[config.mk]
export PLATFORM = sky130hd
export DESIGN_NAME = ddc_burst
export DESIGN_NICKNAME = d
export VERILOG_FILES = /design/src/verilog/ddc_pkg.sv /design/src/verilog/sample_fifo.sv /design/src/verilog/ddc_burst.sv
export SDC_FILE = /design/constraint.sdc
export NUM_CORES = 2
export LEC_CHECK = 0
export BUFFER_PORTS_ARGS = -buffer_cell sky130_fd_sc_hd__clkbuf_2
export CAP_MARGIN = 15
export CORE_UTILIZATION = 35
export CTS_CLUSTER_DIAMETER = 40
export DETAILED_ROUTE_END_ITERATION = 16
export RECOVER_POWER = 100
export SLEW_MARGIN = 30
export SYNTH_ARGS = -nofsm -noshare
export SYNTH_HDL_FRONTEND = slang
export SYNTH_SLANG_ARGS = --single-unit
export TNS_END_PERCENT = 5
[constraint.sdc]
create_clock -name aclk -period 15.2 [get_ports aclk]
set_input_delay 0 -clock aclk [delete_from_list [all_inputs] [get_ports aclk]]
set_output_delay 0 -clock aclk [all_outputs]
set_load 0.02 [all_outputs]
[src/verilog/ddc_pkg.sv]
// Shared constants for the down-conversion and burst output block
package ddc_pkg;
    localparam int SAMPLE_W = 14;
    localparam int OUT_W    = 16;
    localparam int HC_W     = 26;
    localparam int LC_W     = 29;
    localparam int FIFO_W   = 34;
    localparam int FIFO_D   = 16;
    // Register byte offsets
    localparam logic [7:0] REG_MODE    = 8'h00;
    localparam logic [7:0] REG_HC_AB   = 8'h04;
    localparam logic [7:0] REG_LC_AB   = 8'h08;
    localparam logic [7:0] REG_HC_CD   = 8'h0C;
    localparam logic [7:0] REG_LC_CD   = 8'h10;
    localparam logic [7:0] REG_STATUS  = 8'h14;
    // Mode register fields
    localparam int F_MODE_AB = 0;
    localparam int F_MODE_CD = 4;
    localparam int F_NMIX    = 8;
    localparam int F_MIXPOS  = 12;
    localparam int F_HPF     = 13;
    localparam int F_MANUAL  = 14;
    localparam logic [3:0] MODE_0 = 4'h0;
    localparam logic [3:0] MODE_2 = 4'h2;
    localparam logic [3:0] MODE_4 = 4'h4;
    localparam logic [3:0] MODE_5 = 4'h5;
    localparam logic [3:0] MODE_6 = 4'h6;
    localparam logic [3:0] MODE_7 = 4'h7;
    localparam logic [3:0] MODE_8 = 4'h8;
    localparam logic [HC_W-1:0] HC_MAX = 26'h2000000;
    localparam logic [LC_W-1:0] LC_MAX = 29'h10000000;
    localparam logic [HC_W-1:0] HC_DEF = 26'h0000001;
    localparam logic [LC_W-1:0] LC_DEF = 29'h0000003;
    localparam logic [31:0] MODE_RST   = 32'h00000000;
    localparam logic [1:0]  RESP_OKAY   = 2'b00;
    localparam logic [1:0]  RESP_SLVERR = 2'b10;
    typedef enum logic [1:0] {
        B_IDLE = 2'b00,
        B_LOW  = 2'b01,
        B_WAIT = 2'b10,
        B_HIGH = 2'b11
    } burst_e;
endpackage

[src/verilog/sample_fifo.sv]
// Synchronous FIFO with valid and ready on both sides
`timescale 1ns/1ps
module sample_fifo #(
    parameter int WIDTH = 34,
    parameter int DEPTH = 16
) (
    input  wire logic             aclk,
    input  wire logic             aresetn,
    input  wire logic [WIDTH-1:0] in_data,
    input  wire logic             in_valid,
    output logic                  in_ready,
    output logic [WIDTH-1:0]      out_data,
    output logic                  out_valid,
    input  wire logic             out_ready
);
    localparam int AW = $clog2(DEPTH);
    logic [WIDTH-1:0] mem [DEPTH];
    logic [AW-1:0]    wr_q;
    logic [AW-1:0]    rd_q;
    logic [AW:0]      cnt_q;
    logic             push;
    logic             pop;

    assign in_ready  = (cnt_q != (AW+1)'(DEPTH));
    assign out_valid = (cnt_q != '0);
    assign push      = in_valid && in_ready;
    assign pop       = out_valid && out_ready;
    assign out_data  = mem[rd_q];

    always_ff @(posedge aclk)
    begin
        if (push)
        begin
            mem[wr_q] <= in_data;
        end
    end

    always_ff @(posedge aclk)
    begin
        if (!aresetn)
        begin
            wr_q  <= '0;
            rd_q  <= '0;
            cnt_q <= '0;
        end
        else
        begin
            if (push)
            begin
                wr_q <= wr_q + 1'b1;
            end
            if (pop)
            begin
                rd_q <= rd_q + 1'b1;
            end
            cnt_q <= cnt_q + (AW+1)'(push) - (AW+1)'(pop);
        end
    end
endmodule

[src/verilog/ddc_burst.sv]
// Down-conversion and burst output for one channel pair, AXI4-Lite control
`timescale 1ns/1ps
module ddc_burst
(
    input  wire logic                  aclk,
    input  wire logic                  aresetn,
    input  wire logic [7:0]            s_axi_awaddr,
    input  wire logic                  s_axi_awvalid,
    output logic                       s_axi_awready,
    input  wire logic [31:0]           s_axi_wdata,
    input  wire logic [3:0]            s_axi_wstrb,
    input  wire logic                  s_axi_wvalid,
    output logic                       s_axi_wready,
    output logic [1:0]                 s_axi_bresp,
    output logic                       s_axi_bvalid,
    input  wire logic                  s_axi_bready,
    input  wire logic [7:0]            s_axi_araddr,
    input  wire logic                  s_axi_arvalid,
    output logic                       s_axi_arready,
    output logic [31:0]                s_axi_rdata,
    output logic [1:0]                 s_axi_rresp,
    output logic                       s_axi_rvalid,
    input  wire logic                  s_axi_rready,
    input  wire logic [ddc_pkg::SAMPLE_W-1:0] adc_sample,
    input  wire logic                  adc_valid,
    input  wire logic                  trigger_pin,
    output logic [ddc_pkg::OUT_W-1:0]  out_i,
    output logic [ddc_pkg::OUT_W-1:0]  out_q,
    output logic                       high_res_marker,
    output logic                       out_valid,
    input  wire logic                  out_ready,
    output logic                       trigger_ready
);
    import ddc_pkg::*;

    // Register bus
    logic [31:0]      mode_q;
    logic [HC_W-1:0]  hc_q [2];
    logic [LC_W-1:0]  lc_q [2];
    logic [7:0]       awaddr_q;
    logic [31:0]      wdata_q;
    logic             aw_have_q;
    logic             w_have_q;
    logic             wr_go;
    logic             dut_fix_q;
    logic             mode_ok;
    logic [3:0]       mode_ab;

    assign mode_ab       = mode_q[F_MODE_AB +: 4];
    assign s_axi_awready = !aw_have_q && !s_axi_bvalid;
    assign s_axi_wready  = !w_have_q && !s_axi_bvalid;
    assign wr_go         = aw_have_q && w_have_q && !s_axi_bvalid;
    assign s_axi_arready = !s_axi_rvalid;

    // Legal values only; pair modes may differ only when one is burst
    function automatic logic legal(input logic [3:0] m);
        legal = (m == MODE_0) || (m == MODE_2) || (m == MODE_4) ||
                (m == MODE_5) || (m == MODE_6) || (m == MODE_7) ||
                (m == MODE_8);
    endfunction

    function automatic logic pair_ok(input logic [31:0] v);
        logic [3:0] a;
        logic [3:0] c;
        a = v[F_MODE_AB +: 4];
        c = v[F_MODE_CD +: 4];
        pair_ok = legal(a) && legal(c) &&
                  (a == c || a == MODE_8 || c == MODE_8);
    endfunction

    always_ff @(posedge aclk)
    begin
        if (!aresetn)
        begin
            aw_have_q <= 1'b0;
            w_have_q  <= 1'b0;
            awaddr_q  <= '0;
            wdata_q   <= '0;
        end
        else
        begin
            if (s_axi_awvalid && s_axi_awready)
            begin
                aw_have_q <= 1'b1;
                awaddr_q  <= s_axi_awaddr;
            end
            else if (wr_go)
            begin
                aw_have_q <= 1'b0;
            end
            if (s_axi_wvalid && s_axi_wready)
            begin
                w_have_q <= 1'b1;
                wdata_q  <= s_axi_wdata;
            end
            else if (wr_go)
            begin
                w_have_q <= 1'b0;
            end
        end
    end

    assign mode_ok = pair_ok(wdata_q);

    always_ff @(posedge aclk)
    begin
        if (!aresetn)
        begin
            mode_q       <= MODE_RST;
            hc_q[0]      <= HC_DEF;
            lc_q[0]      <= LC_DEF;
            hc_q[1]      <= HC_DEF;
            lc_q[1]      <= LC_DEF;
            s_axi_bvalid <= 1'b0;
            s_axi_bresp  <= RESP_OKAY;
            dut_fix_q    <= 1'b0;
        end
        else
        begin
            if (wr_go)
            begin
                s_axi_bvalid <= 1'b1;
                s_axi_bresp  <= RESP_OKAY;
                unique case (awaddr_q)
                    REG_MODE:
                    begin
                        if (mode_ok)
                        begin
                            mode_q <= wdata_q;
                        end
                        else
                        begin
                            s_axi_bresp <= RESP_SLVERR;
                        end
                    end
                    REG_HC_AB: hc_q[0] <= wdata_q[HC_W-1:0];
                    REG_LC_AB: lc_q[0] <= wdata_q[LC_W-1:0];
                    REG_HC_CD: hc_q[1] <= wdata_q[HC_W-1:0];
                    REG_LC_CD: lc_q[1] <= wdata_q[LC_W-1:0];
                    default:   s_axi_bresp <= RESP_SLVERR;
                endcase
            end
            else if (s_axi_bready)
            begin
                s_axi_bvalid <= 1'b0;
            end
            // Range and duty check, both pairs
            if (!wr_go)
            begin
                dut_fix_q <= 1'b0;
                for (int p = 0; p < 2; p++)
                begin
                    if (hc_q[p] == '0 || hc_q[p] > HC_MAX ||
                        lc_q[p] == '0 || lc_q[p] > LC_MAX ||
                        {3'b000, hc_q[p]} * 3 > {2'b00, lc_q[p]})
                    begin
                        hc_q[p]   <= HC_DEF;
                        lc_q[p]   <= LC_DEF;
                        dut_fix_q <= 1'b1;
                    end
                end
            end
        end
    end

    // Burst sequencer for the AB pair
    burst_e           bst_q;
    logic [LC_W-1:0]  run_q;
    logic [HC_W-1:0]  hc_live_q;
    logic [LC_W-1:0]  lc_live_q;
    logic             trig_s1_q;
    logic             trig_s2_q;
    logic             trig_s3_q;
    logic             trig_edge;
    logic             manual;
    logic             step;
    logic             burst_on;
    logic             fifo_ready;

    assign manual    = mode_q[F_MANUAL];
    assign burst_on  = (mode_ab == MODE_8);
    assign step      = adc_valid && fifo_ready;
    assign trig_edge = trig_s2_q && !trig_s3_q;
    assign trigger_ready = (bst_q == B_WAIT);

    always_ff @(posedge aclk)
    begin
        if (!aresetn)
        begin
            trig_s1_q <= 1'b0;
            trig_s2_q <= 1'b0;
            trig_s3_q <= 1'b0;
        end
        else
        begin
            trig_s1_q <= trigger_pin;
            trig_s2_q <= trig_s1_q;
            trig_s3_q <= trig_s2_q;
        end
    end

    always_ff @(posedge aclk)
    begin
        if (!aresetn || !burst_on)
        begin
            bst_q     <= B_IDLE;
            run_q     <= '0;
            hc_live_q <= HC_DEF;
            lc_live_q <= LC_DEF;
        end
        else
        begin
            unique case (bst_q)
                B_IDLE:
                begin
                    bst_q     <= B_LOW;
                    run_q     <= '0;
                    hc_live_q <= hc_q[0];
                    lc_live_q <= lc_q[0];
                end
                B_LOW:
                begin
                    if (step)
                    begin
                        run_q <= run_q + 1'b1;
                        if (run_q + 1'b1 == lc_live_q)
                        begin
                            run_q <= '0;
                            bst_q <= manual ? B_WAIT : B_HIGH;
                        end
                    end
                end
                B_WAIT:
                begin
                    if (trig_edge)
                    begin
                        bst_q <= B_HIGH;
                    end
                end
                B_HIGH:
                begin
                    if (step)
                    begin
                        run_q <= run_q + 1'b1;
                        if (run_q + 1'b1 == {3'b000, hc_live_q})
                        begin
                            // Straight back to a low run, no sample lost
                            bst_q     <= B_LOW;
                            run_q     <= '0;
                            hc_live_q <= hc_q[0];
                            lc_live_q <= lc_q[0];
                        end
                    end
                end
            endcase
        end
    end

    // Mixer phase and decimation datapath
    logic [3:0]                 ph_q;
    logic [1:0]                 dec_q;
    logic signed [SAMPLE_W:0]   s;
    logic signed [SAMPLE_W+1:0] mi;
    logic signed [SAMPLE_W+1:0] mq;
    logic signed [SAMPLE_W+1:0] pi_q;
    logic signed [SAMPLE_W+1:0] pq_q;
    logic signed [SAMPLE_W+2:0] ai;
    logic signed [SAMPLE_W+2:0] aq;
    logic signed [SAMPLE_W+2:0] hi_q;
    logic signed [SAMPLE_W+2:0] hq_q;
    logic signed [3:0]          nmix;
    logic [3:0]                 fstep;
    logic                       zero_q;
    logic [FIFO_W-1:0]          fifo_in;
    logic                       fifo_in_valid;
    logic                       sample_en;
    logic [OUT_W-1:0]           ri;
    logic [OUT_W-1:0]           rq;

    assign nmix = mode_q[F_NMIX +: 4];
    assign s    = {adc_sample[SAMPLE_W-1], adc_sample};
    // Phase step per sample in sixteenths; sign picks spectral orientation
    always_comb
    begin
        fstep = 4'h0;
        if (mode_ab == MODE_0)
        begin
            fstep = mode_q[F_MIXPOS] ? 4'h4 : 4'hC;
        end
        else if (mode_ab >= MODE_4 && mode_ab <= MODE_7)
        begin
            fstep = nmix;
        end
    end

    // Coarse NCO: quadrant rotation of the sample, sign flips per quadrant
    always_comb
    begin
        mi = '0;
        mq = '0;
        unique case (ph_q[3:2])
            2'b00: begin mi = s;  mq = '0; end
            2'b01: begin mi = '0; mq = -s; end
            2'b10: begin mi = -s; mq = '0; end
            2'b11: begin mi = '0; mq = s;  end
        endcase
        if (mode_ab == MODE_2)
        begin
            mi = mode_q[F_HPF] && ph_q[2] ? -s : s;
            mq = '0;
        end
    end

    // Two-tap half-band stage: sum pairs, keep one of two
    assign ai = pi_q + mi;
    assign aq = pq_q + mq;
    assign sample_en = adc_valid && fifo_ready;

    always_ff @(posedge aclk)
    begin
        if (!aresetn)
        begin
            ph_q   <= '0;
            dec_q  <= '0;
            pi_q   <= '0;
            pq_q   <= '0;
            hi_q   <= '0;
            hq_q   <= '0;
            zero_q <= 1'b0;
        end
        else if (sample_en)
        begin
            ph_q  <= (mode_ab == MODE_2) ? ph_q + 4'h4 : ph_q + fstep;
            pi_q  <= mi;
            pq_q  <= mq;
            dec_q <= dec_q + 1'b1;
            if (dec_q[0])
            begin
                // Second halving stage sums two first-stage results only
                hi_q <= (mode_ab == MODE_6 && dec_q[1]) ? ai + hi_q : ai;
                hq_q <= (mode_ab == MODE_6 && dec_q[1]) ? aq + hq_q : aq;
            end
            zero_q <= !zero_q;
        end
    end

    // Second fs/8 mix to real: rotate complex result and keep I
    always_comb
    begin
        ri = hi_q[SAMPLE_W+2 -: OUT_W];
        rq = hq_q[SAMPLE_W+2 -: OUT_W];
        if (mode_ab == MODE_4 || mode_ab == MODE_7)
        begin
            ri = dec_q[1] ? -hq_q[SAMPLE_W+2 -: OUT_W]
                          : hi_q[SAMPLE_W+2 -: OUT_W];
            rq = '0;
        end
        if (mode_ab == MODE_2)
        begin
            rq = '0;
        end
    end

    // Output selection into the FIFO
    always_comb
    begin
        fifo_in_valid = 1'b0;
        fifo_in = '0;
        if (burst_on)
        begin
            // Low-res keeps top 9 bits, high-res all 14
            fifo_in_valid = adc_valid && (bst_q == B_LOW || bst_q == B_HIGH);
            fifo_in = {(bst_q == B_HIGH), 1'b0,
                       (bst_q == B_HIGH) ? {adc_sample, 2'b00}
                                         : {adc_sample[13:5], 7'h00},
                       16'h0000};
        end
        else if (mode_ab == MODE_7)
        begin
            fifo_in_valid = adc_valid;
            fifo_in = {2'b00, zero_q ? 16'h0000 : ri, 16'h0000};
        end
        else
        begin
            fifo_in_valid = adc_valid && dec_q[0] &&
                            (mode_ab != MODE_6 || dec_q[1]);
            fifo_in = {2'b00, ri, rq};
        end
    end

    logic [FIFO_W-1:0] fifo_out;

    sample_fifo #(
        .WIDTH (FIFO_W),
        .DEPTH (FIFO_D)
    ) u_fifo (
        .aclk      (aclk),
        .aresetn   (aresetn),
        .in_data   (fifo_in),
        .in_valid  (fifo_in_valid),
        .in_ready  (fifo_ready),
        .out_data  (fifo_out),
        .out_valid (out_valid),
        .out_ready (out_ready)
    );

    assign out_i           = fifo_out[2*OUT_W-1:OUT_W];
    assign out_q           = fifo_out[OUT_W-1:0];
    assign high_res_marker = fifo_out[FIFO_W-1];

    // Read channel
    always_ff @(posedge aclk)
    begin
        if (!aresetn)
        begin
            s_axi_rvalid <= 1'b0;
            s_axi_rdata  <= '0;
            s_axi_rresp  <= RESP_OKAY;
        end
        else if (s_axi_arvalid && s_axi_arready)
        begin
            s_axi_rvalid <= 1'b1;
            s_axi_rresp  <= RESP_OKAY;
            unique case (s_axi_araddr)
                REG_MODE:   s_axi_rdata <= mode_q;
                REG_HC_AB:  s_axi_rdata <= {6'h00, hc_q[0]};
                REG_LC_AB:  s_axi_rdata <= {3'h0, lc_q[0]};
                REG_HC_CD:  s_axi_rdata <= {6'h00, hc_q[1]};
                REG_LC_CD:  s_axi_rdata <= {3'h0, lc_q[1]};
                REG_STATUS: s_axi_rdata <= {27'h0, dut_fix_q,
                                            trigger_ready, bst_q, out_valid};
                default:
                begin
                    s_axi_rdata <= '0;
                    s_axi_rresp <= RESP_SLVERR;
                end
            endcase
        end
        else if (s_axi_rready)
        begin
            s_axi_rvalid <= 1'b0;
        end
    end
endmodule

Word level (Yosys, flattened, before mapping)
Memories as Yosys holds them, arrays and structs flattened. A register that Yosys moved wholly into a read port is not among the register bits.
Cells that the tools add are included.

operators by class
  $add $sub $neg = 14
  $mul = 2
  order comparisons = 8
  eq/ne operators = 42
  mux-type cells = 88
  bitwise operators = 8
  reductions and logical operators = 80

operators by type and width
  operator                                             number
  2-to-1 mux 29 bit                                    10
  one-hot mux 32 bit (6 select lines)                  1
  2-to-1 mux 26 bit                                    6
  2-to-1 mux 16 bit                                    8
  one-hot mux 16 bit (3 select lines)                  2
  one-hot mux 29 bit (3 select lines)                  1
  > comparator 28 x 29 -> 1 bit                        2
  > comparator 29 bit, second input constant           2
  zero test 29 bit                                     2
  one-hot mux 29 bit (2 select lines)                  1
  multiplier 26 x 2 -> 28 bit, second input constant   2
  > comparator 26 bit, second input constant           2
  zero test 26 bit                                     2
  one-hot mux 26 bit (2 select lines)                  1
  equality test 4 x 3 -> 1 bit, second input constant  11
  2-to-1 mux 1 bit                                     38
  adder 16 x 16 -> 17 bit                              2
  adder 17 bit                                         2
  2-to-1 mux 17 bit                                    2
  2-to-1 mux 34 bit                                    1
  equality test 8 x 4 -> 1 bit, second input constant  4
  2-to-1 mux 32 bit                                    1
  adder 29 x 1 -> 29 bit, second input constant        1
  equality test 29 x 26 -> 1 bit                       1
  43 further kinds                                     137

word-level totals
  bits in registers = 288
  RAM bits = 654
  bits of input ports = 76
  output and inout bits = 76
  logic and storage cells = 273
  memories = 3

memory list
  memory      depth  width  read ports  clocked after Yosys merged registers in  write ports  line               source
  u_fifo.mem  16     34     1           1                                        1            sample_fifo.sv:17  logic [WIDTH-1:0] mem [DEPTH];
  lc_q        2      29     2           0                                        2            ddc_burst.sv:39    logic [LC_W-1:0] lc_q [2];
  hc_q        2      26     2           0                                        2            ddc_burst.sv:38    logic [HC_W-1:0] hc_q [2];

Longest topological paths before layout
  word-level depth = 11
  mapped depth = 25
  gate-level depth less buffers = 24

By module
A second synthesis with hierarchy kept.

unflattened totals
  cells, all modules = 4,024
  area total of the unflattened synthesis = 46,978.8 µm²

by module, submodules not included
  module       times used  cells each  area an instance (µm²)  sequential area each (µm²)
  ddc_burst    1           3,085       25,732.2                8,768.4
  sample_fifo  1           939         21,246.6                16,676.0

Least setup slack after synthesis
Ideal clock, no wire load.

  kind = flip-flop to flip-flop
  start point = memory hc_q[0][1]
  end point = memory lc_q[0][0] (enable)
  setup time = 0.534 ns
  arrival = 5.117 ns
  required time = 14.666 ns
  slack = 9.549 ns
  cell stages (with the launch flop) = 23
  path buffers = 0
  period minus slack after synthesis = 5.651 ns
  cells stage by stage = edfxtp_1 ha_1 fa_1 a21o_1 a21o_1 a2111oi_0 o21ai_0 a41o_1 o21ai_0 o21ai_0 o21a_1 nor2_1 xnor2_1 ha_1 a21o_1 a21oi_1 nor2b_1 o21ai_0 nand2b_1 a21oi_1 o31ai_1 o21ai_0 nand3_1

RTL lines
  item                line
  start: declaration  ddc_burst.sv:38
  end: declaration    ddc_burst.sv:39

==> impl_metrics.yaml <==
global_route:
  grt.total_usage: 0.195
  grt_pass1_wl_um: 202000
  grt_pass1_vias: 32894
  grt_antenna_before_repair: 9
  grt_max_degree: 111
  overflow: 0
route:
  avgRoutedWirePerCell_um: 21.5
  ant_nets: 0
  dr.pass1.iters: 7
  drt_iter0_drc: 3161
  top_layer: "met5"
  met1_length_um: 58800
  route.met2.wl_um: 62900
  num_vias: 33639
  met3_length_um: 7990
  routed_wl_um: 133000
  remaining_drc_errors: 0
  vias_per_cell: 5.42
floorplanning:
  rows: 134
  die_area_mm2: 0.136
  die_x_um: 368
  core-area_mm2: 0.133
  start_util: 0.352
  fp.dieH_um: 368
  ioPinCount: 152
sta:
  final_max_slew_viol_count: 1203
  worst_hold_slack_ps: 159
  setup_viol: 0
  fin_crit_sh: 0.539
  relSlewSlack: -1.84
  fmax_ghz: 0.122
  timing.final.crit_period_ps: 8200
  tightestPinTransition_ps: 4260
  finalSetupTns_ps: 0
  hold_violations: 0
  finalClockSkew_ps: 56.3
  rsz0062_at_grt: "no"
clocking:
  cts.sinks: 928
  htreeDepth: 4
  cts_setup_buffers: 0
  cts_buffer_depth: 3
  cts_buffers: 131
  cts_tree: "done"
  clk_latency_ps: 790
  ctsHoldBuffers: 191
  cts_resized: 0
  clkTransAtPathRegs_ps: 60
  clockRootBuffer: "clkbuf_16"
yosys:
  yosysSeqAreaShare: 0.532
  synth_cell_types: 96
  synth-seq-cells: 928
  synth_ff_type: "edfxtp_1"
  yosysMostFrequentCell: "edfxtp_1"
  synthCells: 4014
  ys_top_cells_by_count: "edfxtp_1 (638), nand2_1 (371), dfxtp_1 (290)"
  yosysWarnings: 0
  synth_top_area_cell: "edfxtp_1"
  ys_top_cells_by_area: "edfxtp_1 (41%), dfxtp_1 (12%), mux4_2 (8.0%)"
  synth-edff-count: 638
  synth_top_area_frac: 0.408
  synthArstFlopShare: 0
  syn_area_mm2: 0.0469
  avgSynthCellArea_um2: 11.7
setup_path:
  cp_top_family: "buffers and inverters"
  path_common_cell: "clkbuf_1"
  crit_fanout: 43
  max_stage_delay_ps: 2660
  worst-path-buf-inv: 3
  startpoint_type: "flip-flop"
  crit_type: "reg2out"
  cp_data_arrival_time_ps: 8200
  required_ps: 15200
  cp-end-kind: "primary output"
  crit_slowest_cell: "clkbuf_1"
  crit_chain: "clkbuf_1, clkbuf_1, mux4_2, mux4_2, clkbuf_1"
place:
  dp_hpwl_um: 87100
  port_buffers: 145
  place_inst: 5777
  gp_congestion: 0.919
cells_and_area:
  drive_above_1_share: 0.126
  final_cells: 6205
  fin_util: 0.419
  n_fill_cell: 12412
  nNetsFinal: 4642
  syn_to_final_growth_pct: 19.0
power_and_ir_drop:
  p_leak_nw: 19.6
  ir_drop_v: 0.000122
  p_total_mw: 8.74
  powerDensity_mw_per_mm2: 157
status:
  status: "complete, but fails checks"
  violations: "max-capacitance violations, max-slew violations"
hold_path:
  hold_path_class: "in2reg"
flow_run:
  cap_violations: 33
==> state kept, by name, summed over array words and instances (netlist names), 4 cells and up, named ones only <==
register / cells
u_fifo.mem: 528
lc_q: 58
hc_q: 52
mode_q: 32
s_axi_rdata: 32
wdata_q: 32
lc_live_q: 29
run_q: 29
hc_live_q: 26
hi_q: 17
hq_q: 17
pi_q: 16
pq_q: 16
awaddr_q: 8
u_fifo.cnt_q: 5
ph_q: 4
u_fifo.rd_q: 4
u_fifo.wr_q: 4
==> metal layers <==
layer	global-route usage	vias to the layer above
met5	0	-
met4	0.0602	14
met3	0.0344	202
met2	0.318	1053
met1	0.264	16621
li1	-	15749
==> kinds of logic after synthesis <==
family          count (synthesis)  share of synthesized area
simple gates                 1193                      0.125
buf+inv                       391                     0.0336
xor+xnor                      183                     0.0362
mux                           225                     0.0926
compound gates                860                      0.117
fa+ha+maj                     233                     0.0634
flops                         928                      0.532
other cells                     1                  0.0000799
==> placed cells by master, fill, tap and decap left out, drive strengths merged, types with 21 or more instances in the layout <==
cell type / synthesis / layout
edfxtp: 638 / 638
nand2: 371 / 371
clkbuf: 154 / 343
a21oi: 298 / 298
dfxtp: 290 / 290
nor2: 264 / 264
ha: 225 / 225
dlygate4sd3: 0 / 191
inv: 170 / 189
mux4: 167 / 167
o21ai: 142 / 142
xnor2: 126 / 126
nand3: 117 / 117
nor3: 81 / 81
and2: 79 / 79
o31ai: 60 / 60
a22oi: 56 / 56
mux2i: 56 / 56
a21o: 51 / 51
a31oi: 51 / 51
xor2: 50 / 50
and3: 47 / 47
nand4: 47 / 47
nor4: 41 / 41
clkinv: 0 / 41
nand2b: 39 / 39
a211oi: 35 / 35
nor2b: 26 / 26
buf: 67 / 25
or3: 21 / 21
o21a: 21 / 21
==> tightest hold or removal path: cells and delay by family <==
| kind | cells | cell delay (ps) |
|---|---|---|
| buf+inv | 2 | 720 |
| simple gates | 1 | 140 |
==> worst paths after layout <==
check                       startpoint                   end  slack [ps]  cells past startpoint
setup / recovery             flip-flop             out_i[14]        7000                      5
hold / removal             trigger_pin  trig_s1_q$_SDFF_PN0_         160                      3
setup reg to reg  hc_q[0][1]$_DFFE_PP_  hc_q[0][4]$_DFFE_PP_        7450                     21
hold reg to reg   trig_s1_q$_SDFF_PN0_  trig_s2_q$_SDFF_PN0_         440                      1
==> power by group <==
group / internal (mW) / switching, mW
Combinational: 1.02 / 1.35
Sequential: 2.98 / 0.225
Clock: 1.93 / 1.23
Total: 5.93 / 2.81
==> layout make-up <==
class,instances,area (um2),share of cell area
diodes,2,5.00,0.0000896
clock buffers,153,3540,0.0633
flip-flops and latches,928,25000,0.447
inverters,170,639,0.0115
repair buffers,406,2910,0.0520
clock inverters,82,1110,0.0200
multi-input cells,2696,20400,0.366
well taps,1768,2210,0.0396
==> per-stage QoR <==
stage	worst slack, ps	area (um2)
2_1_floorplan	9550	46900
3_3_place_gp	8260	49600
3_5_place_dp	8120	49600
4_1_cts	8100	56200
5_1_grt	5790	55800
6_report	7000	55800
Note: power is estimated with default switching activity, not from simulation.
